## config.mk

```make
export PLATFORM = sky130hd
export DESIGN_NAME = iope_top
export DESIGN_NICKNAME = d
export VERILOG_FILES = /design/src/common/iope_pkg.sv /design/src/common/iope_prot_if.sv /design/src/logic/iope_fault_chan.sv /design/src/logic/iope_strap_decode.sv /design/src/logic/iope_top.sv
export VERILOG_INCLUDE_DIRS = /design/src /design/src/common
export SDC_FILE = /design/constraint.sdc
export NUM_CORES = 1
export LEC_CHECK = 0
export CAP_MARGIN = 20
export CORE_MARGIN = 3
export CORE_UTILIZATION = 45
export DETAILED_ROUTE_END_ITERATION = 8
export DONT_BUFFER_PORTS = 1
export PLACE_DENSITY_LB_ADDON = 0.25
export SLEW_MARGIN = 20
export SYNTH_ARGS = -nofsm -noshare
export SYNTH_HDL_FRONTEND = slang
export SYNTH_SLANG_ARGS = --single-unit
```

## constraint.sdc

```tcl
create_clock -name clock -period 21.6 [get_ports clock]
set_input_delay 2.16 -clock clock [delete_from_list [all_inputs] [get_ports clock]]
set_output_delay 2.16 -clock clock [all_outputs]
set_load 0.05 [all_outputs]
```

## src/common/iope_consts.svh

```systemverilog
// Constants for the input protection and output enable block.
// Assumes inclusion by bare name from the logic, checker and bench files.
`ifndef IOPE_CONSTS_SVH
`define IOPE_CONSTS_SVH
`define IOPE_A_OPERATION  4'h0
`define IOPE_A_CLEAR      4'h1
`define IOPE_A_UV_OFF     4'h2
`define IOPE_A_UV_ON      4'h3
`define IOPE_A_UV_RESP    4'h4
`define IOPE_A_OV_OFF     4'h5
`define IOPE_A_OV_ON      4'h6
`define IOPE_A_OV_RESP    4'h7
`define IOPE_A_VOUT_CMD   4'h8
`define IOPE_A_VOUT_MAX   4'h9
`define IOPE_A_LOOP_CFG   4'ha
`define IOPE_A_ADAPT      4'hb
`define IOPE_A_STATUS     4'hc
`define IOPE_A_ALERT_MASK 4'hd
`define IOPE_A_VOUT_ACT   4'he
`define IOPE_A_NOMINAL    4'hf
`define IOPE_OP_ON_BIT    7
`define IOPE_OP_PIN_BIT   0
`define IOPE_OP_CMD_BIT   1
`define IOPE_OP_RESET     16'h0001
`define IOPE_RESP_LATCH   1'b0
`define IOPE_RESP_AUTO    1'b1
`define IOPE_UV_OFF_RESET 16'h1b58
`define IOPE_UV_ON_RESET  16'h1c52
`define IOPE_OV_OFF_RESET 16'h3a98
`define IOPE_OV_ON_RESET  16'h3a34
`define IOPE_VMAX_RESET   16'hffff
`define IOPE_LOOP_RESET   16'h0420
`define IOPE_ADAPT_RESET  16'h1000
`define IOPE_MASK_RESET   16'h0000
`define IOPE_ST_UV_BIT    0
`define IOPE_ST_OV_BIT    1
`define IOPE_ST_UV_NOW    2
`define IOPE_ST_OV_NOW    3
`define IOPE_ST_RUN_BIT   4
`define IOPE_ST_OUT_BIT   5
`define IOPE_STRAP_SHORT  5'h00
`define IOPE_STRAP_OPEN   5'h16
`define IOPE_CEIL_PCT     115
`define IOPE_FULL_PCT     100
`define IOPE_GAIN_MAX     8'hff
`define IOPE_GAIN_MIN     8'h01
`endif

```

## src/common/iope_pkg.sv

```systemverilog
// Types shared by the input protection and output enable block.
// Assumes the constants header is on the include path.
package iope_pkg;
  typedef enum logic [1:0] {IOPE_ST_STRAP, IOPE_ST_CONFIG, IOPE_ST_RUN} iope_init_type;
  typedef logic [15:0] iope_word_type;
endpackage

```

## src/common/iope_prot_if.sv

```systemverilog
// Bundle between the top and one input fault channel.
// Assumes a single clock shared by both ends.
`timescale 1ns/1ps
`default_nettype none
interface iope_prot_if;
  import iope_pkg::*;
  iope_word_type vin;
  logic          vin_valid;
  iope_word_type off_limit;
  iope_word_type on_limit;
  logic          response;
  logic          armed;
  logic          clear;
  logic          reenable;
  logic          tripped;
  logic          beyond;
  logic          event_pulse;
  modport ctrl (output vin, vin_valid, off_limit, on_limit, response, armed, clear, reenable,
                input tripped, beyond, event_pulse);
  modport chan (input vin, vin_valid, off_limit, on_limit, response, armed, clear, reenable,
                output tripped, beyond, event_pulse);
endinterface
`default_nettype wire

```

## src/logic/iope_fault_chan.sv

```systemverilog
// One input voltage fault channel with hysteresis and selectable response.
// Assumes samples and limits in millivolts on the shared clock.
`timescale 1ns/1ps
`default_nettype none
`include "iope_consts.svh"
module iope_fault_chan import iope_pkg::*; #(
  parameter bit OVER = 1'b0
) (
  input wire logic clock,
  input wire logic reset_n,
  iope_prot_if.chan pif
);
  logic past_off;
  logic inside_on;

  // Over channel trips above the limit, under channel below it
  always_comb begin
    past_off  = OVER ? (pif.vin > pif.off_limit) : (pif.vin < pif.off_limit);
    inside_on = OVER ? (pif.vin < pif.on_limit) : (pif.vin > pif.on_limit);
  end

  always_ff @(posedge clock) begin
    if (!reset_n) begin
      pif.tripped     <= 1'b0;
      pif.event_pulse <= 1'b0;
      pif.beyond      <= 1'b0;
    end else begin
      pif.event_pulse <= 1'b0;
      if (pif.vin_valid) begin
        pif.beyond <= past_off;
      end
      if (pif.armed && pif.vin_valid && past_off) begin
        pif.tripped     <= 1'b1;
        pif.event_pulse <= 1'b1;
      end else if (pif.tripped) begin
        if (pif.response == `IOPE_RESP_LATCH) begin
          if (pif.clear || pif.reenable) begin
            pif.tripped <= 1'b0;
          end
        end else if (pif.vin_valid && inside_on) begin
          pif.tripped <= 1'b0;
        end
      end
    end
  end
endmodule
`default_nettype wire

```

## src/logic/iope_strap_decode.sv

```systemverilog
// Decodes the measured strap resistor code into nominal output and ceiling.
// Assumes code 0 is a short, 1 to 20 the listed values, 21 and up open.
`timescale 1ns/1ps
`default_nettype none
`include "iope_consts.svh"
module iope_strap_decode import iope_pkg::*; (
  input  wire logic [4:0]    strap_code,
  output iope_word_type      nominal_mv,
  output iope_word_type      ceiling_mv
);
  logic [31:0] scaled;

  always_comb begin
    unique case (strap_code)
      `IOPE_STRAP_SHORT: nominal_mv = 16'd1000;
      5'h01:   nominal_mv = 16'd600;
      5'h02:   nominal_mv = 16'd650;
      5'h03:   nominal_mv = 16'd700;
      5'h04:   nominal_mv = 16'd750;
      5'h05:   nominal_mv = 16'd800;
      5'h06:   nominal_mv = 16'd850;
      5'h07:   nominal_mv = 16'd900;
      5'h08:   nominal_mv = 16'd950;
      5'h09:   nominal_mv = 16'd1000;
      5'h0a:   nominal_mv = 16'd1050;
      5'h0b:   nominal_mv = 16'd1100;
      5'h0c:   nominal_mv = 16'd1150;
      5'h0d:   nominal_mv = 16'd1200;
      5'h0e:   nominal_mv = 16'd1250;
      5'h0f:   nominal_mv = 16'd1300;
      5'h10:   nominal_mv = 16'd1400;
      5'h11:   nominal_mv = 16'd1500;
      5'h12:   nominal_mv = 16'd1600;
      5'h13:   nominal_mv = 16'd1700;
      5'h14:   nominal_mv = 16'd1800;
      default: nominal_mv = 16'd1200;
    endcase
    // Ceiling is 115 percent of nominal, rounded down to a millivolt
    scaled     = (32'(nominal_mv) * 32'(`IOPE_CEIL_PCT)) / 32'(`IOPE_FULL_PCT);
    ceiling_mv = scaled[15:0];
  end
endmodule
`default_nettype wire

```

## src/logic/iope_top.sv

```systemverilog
// Input protection, output enable, strap decode and loop settings.
// Assumes all inputs synchronous to clock; register port has one-cycle strobes.
//
// Summary of operation
// - Input compared to turn-off and turn-on level (higher for under-, lower for over-voltage), giving hysteresis.
// - Latched mode: under-voltage shuts output until clear-faults or re-enable.
// - Auto mode: output held off until input rises above turn-on level.
// - Fault response defaults to auto-restart after configuration load.
// - Under-voltage limits and response each writable and used by protection.
// - Over-voltage has turn-off limit, warning turn-on limit, own response.
// - Output enabled either by enable pin or operation command, host chooses.
// - Enable pin pulled up; unconnected pin reads as high.
// - Strap code decodes to 0.60 to 1.80 V; short 1.00, open 1.20.
// - Strap sampled only at initialization; later changes ignored.
// - Strap value also sets ceiling on regulated output.
// - Gain and residual factors set by one loop configuration register.
// - Charge control reacts to current change within one switching cycle.
// - Adaptive compensation excites, measures response, retunes loop gain.
// - Ceiling is 115 percent of nominal, lowerable by maximum-voltage register.
// - Strap value loads setpoint; later nonzero user setpoint overwrites it.
// - Unmasked faults pull alert low until clear-faults or re-enable.
`timescale 1ns/1ps
`default_nettype none
`include "iope_consts.svh"
module iope_top import iope_pkg::*; #(
  parameter int EXCITE_PERIOD = 64,
  parameter int EXCITE_LEN    = 4
) (
  input  wire logic         clock,
  input  wire logic         reset_n,
  input  wire logic [3:0]   reg_addr,
  input  wire logic [15:0]  reg_wdata,
  input  wire logic         reg_write,
  input  wire logic         reg_read,
  output logic [15:0]       reg_rdata,
  input  wire logic [15:0]  vin_mv,
  input  wire logic         vin_valid,
  input  wire logic [4:0]   strap_code,
  input  wire logic         strap_valid,
  input  wire logic         user_cfg_valid,
  input  wire logic [15:0]  user_vout_mv,
  input  wire logic         enable_pin,
  input  wire logic         pwm_tick,
  input  wire logic [15:0]  iout_ma,
  input  wire logic [15:0]  vout_mv,
  output logic              output_enable,
  output logic [15:0]       vout_target_mv,
  output logic              alert_out_n,
  output logic [7:0]        loop_gain,
  output logic [7:0]        loop_residual,
  output logic signed [15:0] charge_step,
  output logic              excite
);
  iope_init_type init_state;
  iope_word_type op_reg;
  iope_word_type uv_off;
  iope_word_type uv_on;
  logic          uv_resp;
  iope_word_type ov_off;
  iope_word_type ov_on;
  logic          ov_resp;
  iope_word_type vout_cmd;
  iope_word_type vout_max;
  iope_word_type loop_cfg;
  iope_word_type adapt_cfg;
  iope_word_type alert_mask;
  iope_word_type nominal;
  iope_word_type ceiling;
  iope_word_type dec_nominal;
  iope_word_type dec_ceiling;
  logic [1:0]    fault_flags;
  logic          clear_cmd;
  logic          en_req;
  logic          en_req_d;
  logic          reenable;
  logic          running;
  iope_word_type limit;
  iope_word_type next_target;
  logic [15:0]   iout_prev;
  logic signed [16:0] i_delta;
  logic signed [25:0] i_prod;
  logic [15:0]   excite_cnt;
  logic [15:0]   vout_base;
  logic [15:0]   vout_dev;
  logic          wr;
  logic          gain_load;

  iope_prot_if uv_if ();
  iope_prot_if ov_if ();

  iope_fault_chan #(.OVER(1'b0)) u_uv (
    .clock   (clock),
    .reset_n (reset_n),
    .pif     (uv_if.chan)
  );
  iope_fault_chan #(.OVER(1'b1)) u_ov (
    .clock   (clock),
    .reset_n (reset_n),
    .pif     (ov_if.chan)
  );
  iope_strap_decode u_strap (
    .strap_code (strap_code),
    .nominal_mv (dec_nominal),
    .ceiling_mv (dec_ceiling)
  );

  assign wr        = reg_write && !reg_read;
  assign clear_cmd = wr && (reg_addr == `IOPE_A_CLEAR);
  assign gain_load = wr && (reg_addr == `IOPE_A_LOOP_CFG);
  assign running   = (init_state == IOPE_ST_RUN);

  // Open pin reads high, so pin control defaults to on
  always_comb begin
    if (op_reg[`IOPE_OP_PIN_BIT]) begin
      en_req = enable_pin;
    end else if (op_reg[`IOPE_OP_CMD_BIT]) begin
      en_req = op_reg[`IOPE_OP_ON_BIT];
    end else begin
      en_req = 1'b0;
    end
  end
  assign reenable = en_req && !en_req_d;

  // Channel wiring
  assign uv_if.vin       = vin_mv;
  assign uv_if.vin_valid = vin_valid;
  assign uv_if.off_limit = uv_off;
  assign uv_if.on_limit  = uv_on;
  assign uv_if.response  = uv_resp;
  assign uv_if.armed     = running;
  assign uv_if.clear     = clear_cmd;
  assign uv_if.reenable  = reenable;
  assign ov_if.vin       = vin_mv;
  assign ov_if.vin_valid = vin_valid;
  assign ov_if.off_limit = ov_off;
  assign ov_if.on_limit  = ov_on;
  assign ov_if.response  = ov_resp;
  assign ov_if.armed     = running;
  assign ov_if.clear     = clear_cmd;
  assign ov_if.reenable  = reenable;

  // Initialization sequence
  always_ff @(posedge clock) begin
    if (!reset_n) begin
      init_state <= IOPE_ST_STRAP;
      nominal    <= 16'h0000;
      ceiling    <= 16'h0000;
    end else begin
      unique case (init_state)
        IOPE_ST_STRAP: begin
          if (strap_valid) begin
            nominal    <= dec_nominal;
            ceiling    <= dec_ceiling;
            init_state <= IOPE_ST_CONFIG;
          end
        end
        IOPE_ST_CONFIG: begin
          if (user_cfg_valid) begin
            init_state <= IOPE_ST_RUN;
          end
        end
        IOPE_ST_RUN: begin
          init_state <= IOPE_ST_RUN;
        end
      endcase
    end
  end

  // Setpoint: strap first, user configuration or bus afterwards
  always_ff @(posedge clock) begin
    if (!reset_n) begin
      vout_cmd <= 16'h0000;
    end else if (init_state == IOPE_ST_STRAP && strap_valid) begin
      vout_cmd <= dec_nominal;
    end else if (init_state == IOPE_ST_CONFIG && user_cfg_valid
                 && user_vout_mv != 16'h0000) begin
      vout_cmd <= user_vout_mv;
    end else if (running && wr && reg_addr == `IOPE_A_VOUT_CMD) begin
      vout_cmd <= reg_wdata;
    end
  end

  // Protection settings and control registers
  always_ff @(posedge clock) begin
    if (!reset_n) begin
      op_reg     <= `IOPE_OP_RESET;
      uv_off     <= `IOPE_UV_OFF_RESET;
      uv_on      <= `IOPE_UV_ON_RESET;
      uv_resp    <= `IOPE_RESP_AUTO;
      ov_off     <= `IOPE_OV_OFF_RESET;
      ov_on      <= `IOPE_OV_ON_RESET;
      ov_resp    <= `IOPE_RESP_AUTO;
      vout_max   <= `IOPE_VMAX_RESET;
      loop_cfg   <= `IOPE_LOOP_RESET;
      adapt_cfg  <= `IOPE_ADAPT_RESET;
      alert_mask <= `IOPE_MASK_RESET;
    end else if (wr) begin
      unique case (reg_addr)
        `IOPE_A_OPERATION:  op_reg     <= reg_wdata;
        `IOPE_A_UV_OFF:     uv_off     <= reg_wdata;
        `IOPE_A_UV_ON:      uv_on      <= reg_wdata;
        `IOPE_A_UV_RESP:    uv_resp    <= reg_wdata[0];
        `IOPE_A_OV_OFF:     ov_off     <= reg_wdata;
        `IOPE_A_OV_ON:      ov_on      <= reg_wdata;
        `IOPE_A_OV_RESP:    ov_resp    <= reg_wdata[0];
        `IOPE_A_VOUT_MAX:   vout_max   <= reg_wdata;
        `IOPE_A_LOOP_CFG:   loop_cfg   <= reg_wdata;
        `IOPE_A_ADAPT:      adapt_cfg  <= reg_wdata;
        `IOPE_A_ALERT_MASK: alert_mask <= reg_wdata;
        default: ;
      endcase
    end
  end

  // Sticky input fault flags; a new event beats clear-faults
  always_ff @(posedge clock) begin
    if (!reset_n) begin
      fault_flags <= 2'b00;
    end else begin
      fault_flags <= (clear_cmd ? 2'b00 : fault_flags)
                     | {ov_if.event_pulse, uv_if.event_pulse};
    end
  end

  // Alert low from an unmasked fault event until clear-faults or re-enable
  always_ff @(posedge clock) begin
    if (!reset_n) begin
      alert_out_n <= 1'b1;
    end else if ((uv_if.event_pulse && !alert_mask[`IOPE_ST_UV_BIT])
                 || (ov_if.event_pulse && !alert_mask[`IOPE_ST_OV_BIT])) begin
      alert_out_n <= 1'b0;
    end else if (clear_cmd || reenable) begin
      alert_out_n <= 1'b1;
    end
  end

  // Output enable and regulated target
  always_comb begin
    limit       = (vout_max < ceiling) ? vout_max : ceiling;
    next_target = (vout_cmd < limit) ? vout_cmd : limit;
  end

  always_ff @(posedge clock) begin
    if (!reset_n) begin
      en_req_d       <= 1'b0;
      output_enable  <= 1'b0;
      vout_target_mv <= 16'h0000;
    end else begin
      en_req_d       <= running && en_req;
      output_enable  <= running && en_req && !uv_if.tripped && !ov_if.tripped
                        && !(vin_valid && (uv_if.beyond || ov_if.beyond) && 1'b0);
      vout_target_mv <= next_target;
    end
  end

  // Charge control step, updated every switching cycle
  always_comb begin
    i_delta = $signed({1'b0, iout_ma}) - $signed({1'b0, iout_prev});
    i_prod  = i_delta * $signed({1'b0, loop_gain});
  end

  always_ff @(posedge clock) begin
    if (!reset_n) begin
      iout_prev   <= 16'h0000;
      charge_step <= 16'sh0000;
    end else if (pwm_tick) begin
      iout_prev   <= iout_ma;
      charge_step <= $signed(i_prod[23:8]) - (charge_step >>> loop_residual[3:0]);
    end
  end

  // Adaptive compensation: periodic excitation and gain retune
  always_comb begin
    vout_dev = (vout_mv > vout_base) ? (vout_mv - vout_base) : (vout_base - vout_mv);
  end

  always_ff @(posedge clock) begin
    if (!reset_n) begin
      excite_cnt    <= 16'h0000;
      excite        <= 1'b0;
      vout_base     <= 16'h0000;
      loop_gain     <= 8'(`IOPE_LOOP_RESET & 16'h00ff);
      loop_residual <= 8'(`IOPE_LOOP_RESET >> 8);
    end else if (gain_load) begin
      loop_gain     <= reg_wdata[7:0];
      loop_residual <= reg_wdata[15:8];
      excite_cnt    <= 16'h0000;
      excite        <= 1'b0;
    end else if (pwm_tick && adapt_cfg[0] && output_enable) begin
      if (excite_cnt == 16'(EXCITE_PERIOD - 1)) begin
        excite_cnt <= 16'h0000;
        excite     <= 1'b1;
        vout_base  <= vout_mv;
      end else begin
        excite_cnt <= excite_cnt + 16'h0001;
        if (excite && excite_cnt == 16'(EXCITE_LEN - 1)) begin
          excite <= 1'b0;
          if (vout_dev > {8'h00, adapt_cfg[15:8]} && loop_gain != `IOPE_GAIN_MAX) begin
            loop_gain <= loop_gain + 8'h01;
          end else if (vout_dev < {8'h00, adapt_cfg[15:8]}
                       && loop_gain != `IOPE_GAIN_MIN) begin
            loop_gain <= loop_gain - 8'h01;
          end
        end
      end
    end else if (!adapt_cfg[0]) begin
      excite     <= 1'b0;
      excite_cnt <= 16'h0000;
    end
  end

  // Read port, data valid one cycle after the strobe
  always_ff @(posedge clock) begin
    if (!reset_n) begin
      reg_rdata <= 16'h0000;
    end else if (reg_read) begin
      unique case (reg_addr)
        `IOPE_A_OPERATION:  reg_rdata <= op_reg;
        `IOPE_A_UV_OFF:     reg_rdata <= uv_off;
        `IOPE_A_UV_ON:      reg_rdata <= uv_on;
        `IOPE_A_UV_RESP:    reg_rdata <= {15'h0000, uv_resp};
        `IOPE_A_OV_OFF:     reg_rdata <= ov_off;
        `IOPE_A_OV_ON:      reg_rdata <= ov_on;
        `IOPE_A_OV_RESP:    reg_rdata <= {15'h0000, ov_resp};
        `IOPE_A_VOUT_CMD:   reg_rdata <= vout_cmd;
        `IOPE_A_VOUT_MAX:   reg_rdata <= vout_max;
        `IOPE_A_LOOP_CFG:   reg_rdata <= {loop_residual, loop_gain};
        `IOPE_A_ADAPT:      reg_rdata <= adapt_cfg;
        `IOPE_A_STATUS:     reg_rdata <= {10'h000, output_enable, running,
                                          ov_if.tripped, uv_if.tripped, fault_flags};
        `IOPE_A_ALERT_MASK: reg_rdata <= alert_mask;
        `IOPE_A_VOUT_ACT:   reg_rdata <= vout_target_mv;
        `IOPE_A_NOMINAL:    reg_rdata <= nominal;
        default:            reg_rdata <= 16'h0000;
      endcase
    end else begin
      reg_rdata <= 16'h0000;
    end
  end
endmodule
`default_nettype wire

```

==> impl_metrics.env, run 1 <==
export IMPL_start_util_pct=45.9
export IMPL_drtIter0Drc=2653
export IMPL_grt_pass1_wl_microns=157000
export IMPL_setup_slack_ns=1.74
export IMPL_setup_violations_final=0
export IMPL_core_area_sq_mm=0.0666
export IMPL_dp_hpwl_microns=77300
export IMPL_max_freq_mhz=50.4
export IMPL_io_pins=165
export IMPL_worstReg2RegStart="iout_prev[1]"
export IMPL_post_synth_cell_area_avg_sq_um=7.75
export IMPL_syn2layout_area_growth_pct=6.00
export IMPL_die_h_microns=267
export IMPL_num_vias=28412
export IMPL_fin_cells=4709
export IMPL_min_to="op_reg[6]"
export IMPL_gr_total_overflow=0
export IMPL_crit_top_cell="a21oi_1"
export IMPL_final_hold_viol_count=0
export IMPL_hold_buffers=0
export IMPL_wl_met1_microns=42000
export IMPL_wl_met3_microns=8320
export IMPL_yosysMostFrequentCell="nand2_1"
export IMPL_cp_end_kind="flop"
export IMPL_r2r_end="charge_step[15]"
export IMPL_highest_layer="met5"
export IMPL_cp_start_kind="primary input"
export IMPL_cap_violations=0
export IMPL_drive_above_1_share_pct=6.25
export IMPL_cts_sinks=294
export IMPL_muxShareOfSynthArea_pct=5.70
export IMPL_die_w_microns=267
export IMPL_synthAdderAreaFrac_pct=19.0
export IMPL_numPortBuffers=0
export IMPL_clockBufferDepth=3
export IMPL_slew_violations=0
export IMPL_cpMaxStageDelayCell="o21ai_1"
export IMPL_min_from="op_reg[6]"
export IMPL_synth_top_area_share_pct=19.2
export IMPL_row_count=94
export IMPL_grt_pass1_vias=26760
export IMPL_clock_latency_ns=0.57
export IMPL_antenna_found_initial=5
export IMPL_tightestPinTransition_ns=1.17
export IMPL_synthTopCellsByArea="dfxtp_1 19%, ha_1 11%, fa_1 8.1%"
export IMPL_path_max_fanout=16
export IMPL_synth_edf_count=0
export IMPL_netlist_area_sq_mm=0.0306
export IMPL_vias_per_cell=6.03
export IMPL_pre_cts_ws_ns=1.66
export IMPL_die_area_sq_mm=0.0711
export IMPL_final_antenna_net_count=0
export IMPL_rrSetupSlack_ns=12.01
export IMPL_syn_inst=3947
export IMPL_clk_pin_slew_ns=0.06
export IMPL_placed_area_sq_mm=0.0312
export IMPL_ys_async_sr_fraction_pct=0
export IMPL_tritoncts="built"
export IMPL_cp_top_family="compound AO/OA/AOI/OAI gates"
export IMPL_track_usage_pct=27.9
export IMPL_place_congestion=0.951
export IMPL_slew_headroom_pct=21.7
export IMPL_dr_pass1_iters=7
export IMPL_critPathBufInv=1
export IMPL_placedCellCount=4645
export IMPL_synthSimpleGateAreaFrac_pct=21.4
export IMPL_synth_xor_area_share_pct=4.42
export IMPL_wl_per_cell_microns=21.6
export IMPL_htreeDepth=2
export IMPL_grt_setup_unrepaired="no"
export IMPL_cp_slowest_stage_delay_ns=0.74
export IMPL_grt_max_degree=111
export IMPL_ys_types=131
export IMPL_critical_path_class="primary input to flop"
export IMPL_holdPathStages=2
export IMPL_yosys_area_top_type="dfxtp_1"
export IMPL_finalCritPeriodShare_pct=91.9
export IMPL_final_cell_area_sq_mm=0.0324
export IMPL_setup_tns_ns=0
export IMPL_synth_compound_area_share_pct=23.2
export IMPL_crit_required_ns=22.09
export IMPL_ys_seq_elements=294
export IMPL_finClkSkew_ns=0.0320
export IMPL_min_period_ns=19.86
export IMPL_wirelength_microns=102000
export IMPL_synth_top_family_by_area="compound AO/OA/AOI/OAI gates"
export IMPL_post_cts_buffers=0
export IMPL_cp_arrival_ns=20.34
export IMPL_cts_resized_gates=0
export IMPL_yosysWarnings=0
export IMPL_hold_path_class="flop to flop"
export IMPL_yosys_top_cells_count="523 x nand2_1, 331 x inv_1, 309 x nor2_1"
export IMPL_wl_met2_microns=46700
export IMPL_synth_ff_type="dfxtp_1"
export IMPL_drc_errors=0
export IMPL_synth_seq_area_share_pct=19.2
export IMPL_layout_nets=4305
export IMPL_worst_r2r_cell_count=46
export IMPL_outcome="finished, final reports clean"
export IMPL_cts_root_buf="clkbuf_16"
export IMPL_cts_buffers=34
[cell type report]
cell class	instances	area, sq um
Inverter	334	1260
Timing Repair Buffer	44	334
Sequential cell	294	5890
Clock buffer	42	932
Fill cell	6645	34200
Clock inverter	17	274
Multi-Input combinational cell	3110	22600
Antenna cell	4	10.0
Tap cell	864	1080
[worst max path at each step]
stage | cells past startpoint | end | startpoint
floorplan | 60 | ceiling[0] | strap_code[1]
global placement | 57 | ceiling[0] | strap_code[0]
detailed placement | 56 | ceiling[0] | strap_code[0]
CTS | 56 | ceiling[0] | strap_code[0]
global route | 54 | ceiling[0] | strap_code[0]
finish | 56 | ceiling[0] | strap_code[0]
[cells in the final DEF, fill, tap and decap left out, types with 39 or more instances in the layout]
master    instances
o21a_1           41
o211ai_1         56
ha_1            265
xnor2_1          85
a31oi_1          49
nor2b_1          43
nand4_1          39
xor2_1           49
nor2_1          308
inv_1           331
a21oi_1         299
and2_1           92
mux2i_1         129
nand2b_1         46
nor3_1           64
o21ai_0         131
a21o_1           65
nand3_1          87
nand2_1         523
buf_4            43
a22oi_1          42
dfxtp_1         293
fa_1            124
a211oi_1         47
[worst reg2reg max path, delay by kind of cell, from the launching register on]
family                   cells  cell delay, ns
AO/OA/AOI/OAI               20            3.37
adder cells (fa/ha/maj)      7            2.59
XOR/XNOR                     6            1.42
AND/OR/NAND/NOR              8            1.41
flip-flops                   1            0.34
buffers and inverters        5            0.28
[per-layer routing]
metal,vias to the layer above,GRT usage [%]
li1,13621,-
met1,13533,35.6
met2,1047,46.3
met3,209,5.29
met4,2,11.5
met5,-,0
[through the flow]
step / hold WS [ns] / util, %
finish: 0.456 / 48.7
global route: 0.474 / 48.7
CTS: 0.456 / 48.7
detailed placement: 0.448 / 46.8
global placement: 0.442 / 46.8
floorplan: 0.420 / -
[cells by family (layout without fill, tap and decap cells)]
kind of cell / count (synthesis) / count (layout)
fa+ha+maj: 390 / 390
flops: 294 / 294
buf+inv: 544 / 437
simple gates: 1378 / 1378
xor+xnor: 144 / 144
other cells: 1 / 6
mux: 166 / 166
compound gates: 1030 / 1030
Power of run 1 is not shown: default switching activity piles up to over one toggle a cycle in this logic, so the estimate is an artifact.
==> run 2: changes to the inputs <==
--- a/config.mk
+++ b/config.mk
@@ -15,4 +15,5 @@
 export SLEW_MARGIN = 20
 export SYNTH_ARGS = -nofsm -noshare
 export SYNTH_HDL_FRONTEND = slang
+export SYNTH_HIERARCHICAL = 1
 export SYNTH_SLANG_ARGS = --single-unit
==> impl_metrics.env, run 2 <==
export IMPL_outcome="finished, final reports clean"
export IMPL_max_freq_mhz=50.4
export IMPL_post_cts_buffers=0
export IMPL_finClkSkew_ns=0.0311
export IMPL_setup_tns_ns=0
export IMPL_slew_headroom_pct=25.0
export IMPL_wl_per_cell_microns=22.1
export IMPL_grt_pass1_wl_microns=178000
export IMPL_drive_above_1_share_pct=6.95
export IMPL_multiInputGateArea_sq_mm=0.0244
export IMPL_cap_violations=0
export IMPL_cts_root_buf="clkbuf_16"
export IMPL_layout_nets=4723
export IMPL_critical_path_class="primary input to flop"
export IMPL_hold_path_class="flop to flop"
export IMPL_worstReg2RegStart="iout_prev[1]"
export IMPL_clockBufferDepth=3
export IMPL_placed_area_sq_mm=0.0335
export IMPL_drc_errors=0
export IMPL_grt_pass1_vias=30040
export IMPL_hold_buffers=0
export IMPL_critPathBufInv=4
export IMPL_min_period_ns=19.85
export IMPL_final_cell_area_sq_mm=0.0347
export IMPL_cp_slowest_stage_delay_ns=0.69
export IMPL_post_synth_cell_area_avg_sq_um=7.49
export IMPL_crit_top_cell="a21oi_1"
export IMPL_die_w_microns=276
export IMPL_crit_start="strap_code[0]"
export IMPL_num_vias=32337
export IMPL_grt_busiest_layer="met2"
export IMPL_final_antenna_net_count=0
export IMPL_die_area_sq_mm=0.0760
export IMPL_cp_top_family="compound AO/OA/AOI/OAI gates"
export IMPL_mostFrequentLayoutCells="653 x nand2_1, 379 x inv_1, 339 x a21oi_1"
export IMPL_wirelength_microns=115000
export IMPL_clock_latency_ns=0.58
export IMPL_htreeDepth=2
export IMPL_io_pins=165
export IMPL_nFillCells=7148
export IMPL_syn_inst=4366
export IMPL_core_area_sq_mm=0.0717
export IMPL_final_common_cell="nand2_1"
export IMPL_pre_cts_ws_ns=1.13
export IMPL_cp_end_kind="flop"
export IMPL_netlist_area_sq_mm=0.0327
export IMPL_cts_buffers=35
export IMPL_grt_setup_unrepaired="no"
export IMPL_dr_pass1_iters=7
export IMPL_start_util_pct=45.6
export IMPL_met3_usage_pct=4.63
export IMPL_tritoncts="built"
export IMPL_gr_total_overflow=0
export IMPL_grt_max_degree=75
export IMPL_antenna_found_initial=3
export IMPL_path_max_fanout=19
export IMPL_row_count=98
export IMPL_tightestPinTransition_ns=1.11
export IMPL_crit_required_ns=22.02
export IMPL_setup_violations_final=0
export IMPL_drtIter0Drc=3646
export IMPL_use_met1_pct=39.4
export IMPL_slew_violations=0
export IMPL_dp_hpwl_microns=87700
export IMPL_ff_latch_area_sq_mm=0.00605
export IMPL_yosysWarnings=6
export IMPL_cts_sinks=302
export IMPL_final_hold_viol_count=0
export IMPL_grt_use_met2_pct=48.7
export IMPL_cpMaxStageDelayCell="o41ai_1"
export IMPL_setup_slack_ns=1.75
export IMPL_numPortBuffers=0
export IMPL_min_from="op_reg[8]"
export IMPL_place_congestion=0.950
export IMPL_vias_per_cell=6.20
export IMPL_cp_start_kind="primary input"
export IMPL_track_usage_pct=29.6
export IMPL_finalCritPeriodShare_pct=91.9
export IMPL_clk_pin_slew_ns=0.06
export IMPL_cts_resized_gates=0
export IMPL_cp_arrival_ns=20.27
export IMPL_fin_hold_ws_ns=0.457
export IMPL_syn2layout_area_growth_pct=6.14
export IMPL_die_h_microns=276
-- run 2: cell types whose count changed in the layout (fill, tap and decap cells not counted), moves of 21 or more --
cell     before  now
nand2_1     523  653
o21ai_0     131  163
a21oi_1     299  339
inv_1       331  379
mux2i_1     129  108
nand3_1      87  139
a21o_1       65   41
-- run 2: path summary, 6_finish.rpt --
check                    endpoint  slack [ns]  depth (start not counted)
setup / recovery       ceiling[0]        1.75                         56
hold / removal          op_reg[8]        0.46                          2
setup reg to reg  charge_step[15]       11.92                         38
hold reg to reg         op_reg[8]        0.46                          2
-- run 2: per-layer routing --
metal,vias to the layer above,part of all wire (%)
met5,-,0.011
met4,2,3.9
met3,252,8.1
met2,1415,46
met1,15443,42
li1,15225,-
-- run 2: final cells by class --
class	instances	area share, %
antenna	6	0.0432
clock buffer	44	2.76
sequential	302	17.4
multi-input combinational	3452	70.3
clock inverter	17	0.674
inverter	387	4.21
tap	950	3.42
timing repair buffer	56	1.21
-- run 2: worst min-delay path, cell delays in order (launching register included) --
cell and delay [ns]:
dfxtp_1 0.31, nand2_1 0.05, a21oi_1 0.05
-- run 2: stage by stage --
step	std cells	utilization, %
finish	5214	48.4
global route	5208	48.4
CTS	5208	48.3
detailed placement	5147	46.7
global placement	5147	46.7
floorplan	4373	-
Power of run 2 is left out for the same reason.
